==> config.mk <==
export PLATFORM = sky130hd
export DESIGN_NAME = fpsc_classify_flat
export DESIGN_NICKNAME = d
export VERILOG_FILES = /design/src/fpsc_pkg.sv /design/src/fpsc_cls_if.sv /design/src/fpsc_classify.sv /design/src/flat_wrapper.sv
export VERILOG_INCLUDE_DIRS = /design/src /design/src/src
export SDC_FILE = /design/constraint.sdc
export NUM_CORES = 1
export LEC_CHECK = 0
export BUFFER_PORTS_ARGS = -buffer_cell sky130_fd_sc_hd__buf_2
export CAP_MARGIN = 25
export CORE_AREA = 4 4 41 43
export DETAILED_ROUTE_END_ITERATION = 6
export DIE_AREA = 0 0 45 47
export PLACE_DENSITY = 0.57
export SETUP_SLACK_MARGIN = 0.02
export SLEW_MARGIN = 0
export SYNTH_ARGS = -nofsm -noshare
export SYNTH_HDL_FRONTEND = slang
export SYNTH_SLANG_ARGS = --single-unit
==> constraint.sdc <==
create_clock -name vclk -period 0.9
set_input_delay 0.09 -clock vclk [all_inputs]
set_output_delay 0.09 -clock vclk [all_outputs]
set_load 0.005 [all_outputs]
==> src/fpsc_consts.svh <==
`ifndef FPSC_CONSTS_SVH
`define FPSC_CONSTS_SVH
`define FPSC_ADDR_W      13
`define FPSC_PAGE_LSB    9
`define FPSC_PAGE_MSB    12
`define FPSC_LOCK_ADDR   13'h1dff
`define FPSC_RSV_LO      13'h1e00
`define FPSC_RSV_HI      13'h1fff
`define FPSC_LOCK_ERASED 8'hff
`define FPSC_IRQ_N       8
`endif

==> src/fpsc_pkg.sv <==
`default_nettype none
package fpsc_pkg;
  typedef enum logic [1:0] {
    FPSC_OP_READ  = 2'b00,
    FPSC_OP_WRITE = 2'b01,
    FPSC_OP_ERASE = 2'b10
  } fpsc_op_e;

  typedef enum logic [1:0] {
    FPSC_RG_UNLOCKED  = 2'b00,
    FPSC_RG_LOCKED    = 2'b01,
    FPSC_RG_LOCK_PAGE = 2'b10,
    FPSC_RG_RESERVED  = 2'b11
  } fpsc_region_e;

  typedef enum logic [1:0] {
    FPSC_V_ALLOW  = 2'b00,
    FPSC_V_IGNORE = 2'b01,
    FPSC_V_ERROR  = 2'b10
  } fpsc_verdict_e;
endpackage
`default_nettype wire

==> src/fpsc_cls_if.sv <==
`include "fpsc_consts.svh"
`default_nettype none
interface fpsc_cls_if;
  logic [`FPSC_ADDR_W-1:0] req_addr;
  logic [`FPSC_ADDR_W-1:0] fetch_addr;
  logic [7:0]              lock_val;
  fpsc_pkg::fpsc_region_e  region;
  logic                    fw_locked;
  logic                    any_locked;

  modport user (output req_addr, fetch_addr, lock_val, input region, fw_locked, any_locked);
  modport cls  (input req_addr, fetch_addr, lock_val, output region, fw_locked, any_locked);
endinterface
`default_nettype wire

==> src/fpsc_classify.sv <==
`include "fpsc_consts.svh"
`default_nettype none
module fpsc_classify (
  fpsc_cls_if.cls cls
);
  localparam logic [`FPSC_ADDR_W-1:0] LOCK_PAGE_BASE =
    `FPSC_LOCK_ADDR & ~((`FPSC_ADDR_W'(1) << `FPSC_PAGE_LSB) - `FPSC_ADDR_W'(1));

  // Page count is the inverse of the lock byte, pages counted up from zero
  function automatic logic page_locked(input logic [`FPSC_ADDR_W-1:0] a,
                                       input logic [7:0] lock);
    logic [7:0] page;
    page = {4'h0, a[`FPSC_PAGE_MSB:`FPSC_PAGE_LSB]};
    page_locked = page < ~lock;
  endfunction

  function automatic logic in_lock_page(input logic [`FPSC_ADDR_W-1:0] a);
    in_lock_page = a[`FPSC_PAGE_MSB:`FPSC_PAGE_LSB]
                   == LOCK_PAGE_BASE[`FPSC_PAGE_MSB:`FPSC_PAGE_LSB];
  endfunction

  always_comb begin
    cls.any_locked = cls.lock_val != `FPSC_LOCK_ERASED;
    // Lock page counts as locked once any page is, so it runs protected code too
    cls.fw_locked  = page_locked(cls.fetch_addr, cls.lock_val)
                     || (in_lock_page(cls.fetch_addr) && cls.any_locked);
    if (cls.req_addr >= `FPSC_RSV_LO && cls.req_addr <= `FPSC_RSV_HI) begin
      cls.region = fpsc_pkg::FPSC_RG_RESERVED;
    end else if (in_lock_page(cls.req_addr)) begin
      cls.region = fpsc_pkg::FPSC_RG_LOCK_PAGE;
    end else if (page_locked(cls.req_addr, cls.lock_val)) begin
      cls.region = fpsc_pkg::FPSC_RG_LOCKED;
    end else begin
      cls.region = fpsc_pkg::FPSC_RG_UNLOCKED;
    end
  end
endmodule
`default_nettype wire

==> src/flat_wrapper.sv <==
// flat-port wrapper written by rule: the top's interface ports become plain ports
module fpsc_classify_flat 
  (cls_req_addr, cls_fetch_addr, cls_lock_val, cls_region, cls_fw_locked, cls_any_locked);
  fpsc_cls_if cls_i ();
  input wire logic [$bits(cls_i.req_addr)-1:0] cls_req_addr;
  input wire logic [$bits(cls_i.fetch_addr)-1:0] cls_fetch_addr;
  input wire logic [$bits(cls_i.lock_val)-1:0] cls_lock_val;
  output wire logic [$bits(cls_i.region)-1:0] cls_region;
  output wire logic [$bits(cls_i.fw_locked)-1:0] cls_fw_locked;
  output wire logic [$bits(cls_i.any_locked)-1:0] cls_any_locked;
  assign cls_i.req_addr = cls_req_addr;
  assign cls_i.fetch_addr = cls_fetch_addr;
  assign cls_i.lock_val = cls_lock_val;
  assign cls_region = cls_i.region;
  assign cls_fw_locked = cls_i.fw_locked;
  assign cls_any_locked = cls_i.any_locked;
  fpsc_classify u_core (.cls(cls_i));
endmodule
==> metrics.txt, run 1 <==
initial antenna violation count 0; Critical-path top delay cell ha_4; die footprint 0.00212 sq mm; Power Density 381 mW/mm^2; XOR/XNOR share of the synthesized area 0; Final WS setup -0.118 ns; design area 410 sq um; Reg area 0 sq um; Fin. Hold Viols 0; IO Port Bufs 20; failing checks negative setup slack; Leak 0.169 nW; fin nets 85; mux contribution to synthesized area 0; largest family of logic cells by synthesized area adder cells; Starting Density 0.143; critical path arrival 0.93 ns; largest net degree at the start of global routing 4; post-synthesis compound-gate area fraction 0.315; CLK BUF 0; syn nets 63; n_diodes 0; vias 260; number of routed nets with antenna violations 0; critical path endpoint category output port; seq_cells 0; dpl cell area 305 sq um; TritonRoute pass-1 iters 1; cells along the critical path buf_2 -> ha_4 -> o211ai_1 -> o21ai_1 -> a31oi_1 -> buf_2; DRT iter0 DRCs 0; synth warn 0; crit-path max FO 3; Post-CTS Hold Buffers 0; Worst EP required 0.81 ns; vias in the first global route 262; chip height 47 um; average vias per placed instance 4.48; FMAX 0.982 GHz; cell mode on critical path buf_2; area delta synth->final 120%; gp weighted congestion 0.688; CP startpoint kind primary input; cell area after synthesis 186 sq um; Synth Area in Adders 0.403; row count 13; Synth Instances 23; Die X 45 um; share of layout cells above drive strength 1 0.698; post-synth cell types 16; first-pass GRT wire length 1070 um; Synth Area in Simple Gates 0.262; register area share after synthesis 0; Tmin final 1.02 ns; worst min path class in2out; Max Cap Viol 0; gr ovfl total 0; total wire length 678 um; RSZ-0062 raised after global routing yes; crit-path max cell delay 0.27 ns; gr usage total 0.0637; syn avg cell area 8.11 sq um; Max Slew Vio Count 0; average wire per standard cell 11.7 um; outcome complete, but fails checks; num ports 38; Worst VDD drop 0.000133 V; final setup violation count 2; area of the core 0.00130 sq mm; final core utilization 0.315; critical path class in2out; DRC 0; Final period util 1.13; slew margin rel. 0.900; worst-margin pin slew 0.149 ns
==> Yosys cell counts <==
cell	instances	area share
a21o_1	1	0.040
a21oi_1	1	0.027
a31oi_1	1	0.034
and4_1	1	0.047
and4_2	1	0.054
ha_1	6	0.40
inv_1	1	0.020
nand2_1	1	0.020
nand3_1	1	0.027
nand4b_1	1	0.047
nor2_1	2	0.040
nor3_1	1	0.027
o211ai_1	1	0.040
o21a_1	1	0.040
o21ai_0	2	0.054
o221ai_2	1	0.081
==> area by class of cell <==
class,count,area (sq um)
fill,146,891
inverter,1,3.75
tap,15,18.8
multi-input combinational,22,255
timing repair buffer,20,133
==> worst paths after layout <==
check / cells after the start / startpoint / end
min: 4 / cls_req_addr[10] / cls_region[1]
max: 6 / cls_lock_val[3] / cls_region[0]
==> cell usage in the layout (no fill, tap or decap) <==
cell type and instances:
buf_2 16, nor3_1 1, buf_6 2, nand2_1 1, nand3_1 1, ha_4 5, o21ai_1 1, a31oi_1 1
a21o_1 1, a21oi_2 1, buf_8 2, ha_1 1, and4_4 1, nand4b_1 1, o221ai_2 1, inv_1 1
and4_2 1, o21a_1 1, o211ai_1 1, o21ai_2 1, nor2_1 2
==> through the flow <==
stage / hold WS, ns / setup WS [ns] / power (mW) / cells / setup TNS [ns]
after floorplan: 0.308 / 0.0491 / 0.0462 / 23 / 0
after global placement: 0.534 / -0.207 / 0.101 / 58 / -0.373
after detailed placement: 0.543 / -0.222 / 0.102 / 58 / -0.388
after CTS: 0.543 / -0.115 / 0.140 / 58 / -0.210
after global routing: 0.573 / -0.174 / 0.176 / 58 / -0.288
final: 0.533 / -0.118 / 0.156 / 58 / -0.187
==> metal layers <==
layer  track usage  vias up  routed length (um)
li1              -      135                   -
met1        0.0854      113                 282
met2         0.116       12                 317
met3       0.00766        0                  79
met4             0        0                   0
met5             0        -                   0
==> cells by family (layout without fill, tap and decap cells) <==
kind of cell / after synthesis / after routing
buffers and inverters: 1 / 21
AND/OR/NAND/NOR: 8 / 8
AO/OA/AOI/OAI: 8 / 8
adder cells (fa/ha/maj): 6 / 6
==> power by group <==
part	leakage [nW]	switching (mW)	total [mW]	internal, mW
Sequential	0	0	0	0
Combinational	0.169	0.0650	0.156	0.0913
Clock	0	0	0	0
==> worst max-delay path, delay by kind of cell <==
kind	cells	cell delay [ns]
buffers and inverters	2	0.27
AO/OA/AOI/OAI	3	0.29
adder cells (fa/ha/maj)	1	0.27
==> repair_timing <==
action                     CTS  global route
pin swaps                    7             6
setup buffers                0             0
resized for setup           14             4
setup endpoints to repair    2             2
Note: power is estimated with default switching activity, not from simulation.
==> run 2, diff against run 1 <==
clock period = 1.2 ns   (was 0.9 ns; I/O delays follow)
==> run 2 against run 1 <==
  * The flow now finishes without violations
  * Count of clock-buffer cells in the layout did not move
  * Core utilization fell by 3.9 points
  * Via count fell by 0.77%
  * Global-route usage fell by 0.63 points
  * Cell count did not move
  * Cell area fell by 13%
  * Non-clock buffer count did not move
  * Largest power group unchanged
  * Flip-flop and latch count did not move
  * Critical path depth did not move
  * Combinational power fell by 39%
  * Die area did not move
==> metrics.txt, run 2 (synthesized netlist as in run 1, its figures left out) <==
outcome completed; vias in the first global route 262 (unchanged); most frequent cells in the layout buf_2 (18), ha_4 (3), ha_1 (3); initial antenna violation count 0 (unchanged); vias 258 (-0.77%); gp weighted congestion 0.665 (-3.3%); critical path class in2out; Filler cells 151 (+3.4%); Finished Layout Cells 58 (unchanged); Fin Setup TNS 0 ns (+0.187 ns); gr ovfl total 0 (unchanged); Placed Cells 58 (unchanged); average wire per standard cell 10.3 um (-12%); Tmin final 1.10 ns; final setup violation count 0 (-2); num ports 38 (unchanged); FMAX 0.908 GHz; Post-CTS Setup Bufs 0 (unchanged); RSZ-0062 raised after global routing no; clock network fraction of total power 0 (unchanged); Worst EP required 1.08 ns (+0.27 ns); Final WS setup 0.0987 ns (+0.217 ns); Final period util 0.918; row count 13 (unchanged); TritonRoute pass-1 iters 1 (unchanged); DRC 0 (unchanged); seq_cells 0 (unchanged); CP startpoint kind primary input; n_diodes 0 (unchanged); Leak 0.160 nW (-5.2%); commonest non-fill, non-tap cell in the layout buf_2; Max Slew Vio Count 0 (unchanged); Fin. Hold Viols 0 (unchanged); logic gate share of total power 1.000 (about the same); final core utilization 0.276 (-0.0394); share of layout cells above drive strength 1 0.605 (-0.0930); slew margin rel. 0.904 (+0.00399); gr usage total 0.0574 (-0.00629); largest net degree at the start of global routing 4 (unchanged); Worst VDD drop 0.000103 V (-22%); Power Density 264 mW/mm^2 (-31%); Seq pwr share 0 (unchanged); pre-CTS worst setup slack -0.0175 ns (+0.205 ns); switch share 0.436 (+0.0202); average vias per placed instance 4.45 (-0.77%); first-pass GRT wire length 966 um (-9.6%); Die X 45 um (unchanged); Psw 0.0413 mW (-36%); area of the core 0.00130 sq mm (unchanged); IO Port Bufs 20 (unchanged); Post-CTS Hold Buffers 0 (unchanged); critical path arrival 0.98 ns (+0.05 ns); critical path endpoint category output port; total wire length 597 um (-12%); CLK BUF 0 (unchanged); chip height 47 um (unchanged); number of routed nets with antenna violations 0 (unchanged); worst-margin pin slew 0.143 ns (-0.00634 ns); DRT iter0 DRCs 0 (unchanged); dpl cell area 305 sq um (unchanged); Starting Density 0.143 (unchanged); Max Cap Viol 0 (unchanged); worst min path class in2out; crit-path max FO 3 (unchanged); Pint 0.0535 mW (-41%); design area 359 sq um (-13%); area delta synth->final 92.6%; fin nets 85 (unchanged); Reg area 0 sq um (unchanged); die footprint 0.00212 sq mm (unchanged)
[run 2: layer usage]
layer  routed length [um]  share of wire  vias to the layer above  GRT usage
met1                  240           0.40                      111     0.0742
met2                  303           0.51                       10      0.107
li1                     -              -                      137          -
met3                   53          0.089                        0    0.00766
met4                    0              0                        0          0
met5                    0              0                        -          0
[run 2: worst max-delay path: stages]
cell,delay [ns]
buf_6,0.10
ha_1,0.28
o21a_1,0.10
o21ai_0,0.14
a21o_1,0.13
buf_2,0.10
[run 2: power groups by stage]
stage / combinational [mW] / sequential, mW / clock, mW
after floorplan: 0.0347 / 0 / 0
after global placement: 0.0744 / 0 / 0
after detailed placement: 0.0771 / 0 / 0
after CTS: 0.0779 / 0 / 0
after global routing: 0.110 / 0 / 0
final: 0.0948 / 0 / 0
[run 2: final timing paths]
kind | slack [ns] | end | start | depth (start not counted)
hold / removal | 0.59 | cls_region[0] | cls_req_addr[9] | 4
setup / recovery | 0.1 | cls_fw_locked | cls_lock_val[1] | 6
[run 2: what timing repair did]
| item | in CTS | in global routing |
|---|---|---|
| setup endpoints to repair | 1 | 1 |
| pin swaps | 2 | 4 |
| gates resized for setup | 1 | 8 |
[run 2: final cells by class]
cell class	count	area [sq um]	area share
well taps	15	18.8	0.0523
inverters	1	3.75	0.0105
multi-input cells	22	224	0.624
repair buffers	20	113	0.314
[run 2: per-stage QoR]
stage,hold slack [ns],power (mW)
after floorplan,0.368,0.0347
after global placement,0.595,0.0744
after detailed placement,0.602,0.0771
after CTS,0.602,0.0779
after global routing,0.633,0.110
final,0.593,0.0948
==> run 3, diff against run 2 <==
clock period = 1.1 ns   (was 1.2 ns; I/O delays follow)
==> run 3 against run 2 <==
  * Hold slack worse by 0.026 ns
  * Via count is 3.5% higher
  * Critical path depth stayed put
  * Wire length is 16% higher
  * First-iteration DRC count stayed put
  * Count of clock-buffer cells in the layout stayed put
==> metrics.txt, run 3 (synthesized netlist as in run 1, its figures left out) <==
HPWL after DPL 584 um; Final period util 0.975; Fin. Hold Viols 0 (unchanged); slew margin rel. 0.896 (-0.00781); Critical Path Start cls_req_addr[10]; CLK BUF 0 (unchanged); critical path endpoint category output port; overall power 0.125 mW (+32%); largest net degree at the start of global routing 4 (unchanged); outcome completed; Worst EP required 0.99 ns (-0.09 ns); worst min path class in2out; first-pass GRT wire length 1080 um (+12%); gr ovfl total 0 (unchanged); Power Density 304 mW/mm^2 (+15%); commonest non-fill, non-tap cell in the layout buf_2; RSZ-0062 raised after global routing yes; hold wc startpoint cls_req_addr[10]; most frequent cells in the layout buf_2 (17), ha_4 (5), buf_6 (3); Max Slew Vio Count 0 (unchanged); Finished Layout Cells 60 (+3.4%); average vias per placed instance 4.45 (about the same); area of the core 0.00130 sq mm (unchanged); Post-CTS Setup Bufs 0 (unchanged); critical path class in2out; fin nets 87 (+2.4%); TritonRoute pass-1 iters 1 (unchanged); area delta synth->final 121%; IO Port Bufs 20 (unchanged); Filler cells 153 (+1.3%); switch share 0.417 (-0.0187); average wire per standard cell 11.6 um (+12%); DRC 0 (unchanged); worst-margin pin slew 0.155 ns (+0.0120 ns); Pint 0.0731 mW (+37%); Worst VDD drop 0.0000910 V (-12%); chip height 47 um (unchanged); logic gate share of total power 1.000 (about the same); Leak 0.175 nW (+9.0%); initial antenna violation count 0 (unchanged); num ports 38 (unchanged); DRT iter0 DRCs 0 (unchanged); final setup violation count 0 (unchanged); CP startpoint kind primary input; crit-path max FO 2 (-1); row count 13 (unchanged); Max Cap Viol 0 (unchanged); Die X 45 um (unchanged); gp weighted congestion 0.677 (+1.9%); total wire length 694 um (+16%); FMAX 0.932 GHz; Tmin final 1.07 ns; die footprint 0.00212 sq mm (unchanged); Starting Density 0.143 (unchanged); share of layout cells above drive strength 1 0.667 (+0.0620); Reg area 0 sq um (unchanged); Psw 0.0524 mW (+27%); Seq pwr share 0 (unchanged); Placed Cells 60 (+3.4%); seq_cells 0 (unchanged); clock network fraction of total power 0 (unchanged); vias 267 (+3.5%); critical path arrival 0.96 ns (-0.02 ns); number of routed nets with antenna violations 0 (unchanged); n_diodes 0 (unchanged); vias in the first global route 251 (-4.2%); gr usage total 0.0661 (+0.00865)
-- run 3: changes by cell type in the layout (fill, tap and decap cells not counted), sizes merged --
cell,before,now
buf,20,22
-- run 3: routing by layer --
layer / global-route usage / routed length (um) / vias up
met5: 0 / 0 / -
met4: 0 / 0 / 0
met3: 0 / 49 / 0
met2: 0.121 / 374 / 10
met1: 0.0921 / 270 / 119
li1: - / - / 138
-- run 3: layout make-up --
cell class         count  area [sq um]  share of cell area
inverters              1          3.75             0.00909
multi-input cells     22           249               0.603
well taps             15          18.8              0.0455
repair buffers        22           141               0.342
-- run 3: worst max-delay path, cell delays in order --
cell	delay [ns]
buf_8	0.10
ha_4	0.22
o211ai_1	0.16
o21ai_1	0.09
a31oi_1	0.15
buf_2	0.13
-- run 3: worst paths after layout --
check,endpoint,cells after the start
worst max-delay path,cls_region[0],6
worst min-delay path,cls_region[1],4
-- run 3: repair_timing --
| item | CTS | global route |
|---|---|---|
| endpoints found under the setup margin | 2 | 2 |
| hold buffers | 0 | 0 |
| resized for setup | 5 | 12 |
| pin swaps | 6 | 6 |
-- run 3: power groups by stage --
stage / Clock [mW] / Combinational (mW) / Sequential [mW]
2_1_floorplan: 0 / 0.0378 / 0
6_report: 0 / 0.125 / 0
5_1_grt: 0 / 0.145 / 0
3_3_place_gp: 0 / 0.0874 / 0
4_1_cts: 0 / 0.104 / 0
3_5_place_dp: 0 / 0.0898 / 0
-- run 3: stage by stage --
step                      setup TNS (ns)  setup slack, ns  hold slack, ns  utilization  cell area [sq um]
after detailed placement         -0.0905          -0.0845           0.579        0.246                320
after global routing             -0.0495          -0.0495           0.633        0.317                413
after global placement            -0.101          -0.0915           0.574        0.246                320
after floorplan                        0            0.174           0.348            -                186
after CTS                              0           0.0191           0.579        0.275                358
final                                  0           0.0273           0.567        0.317                413
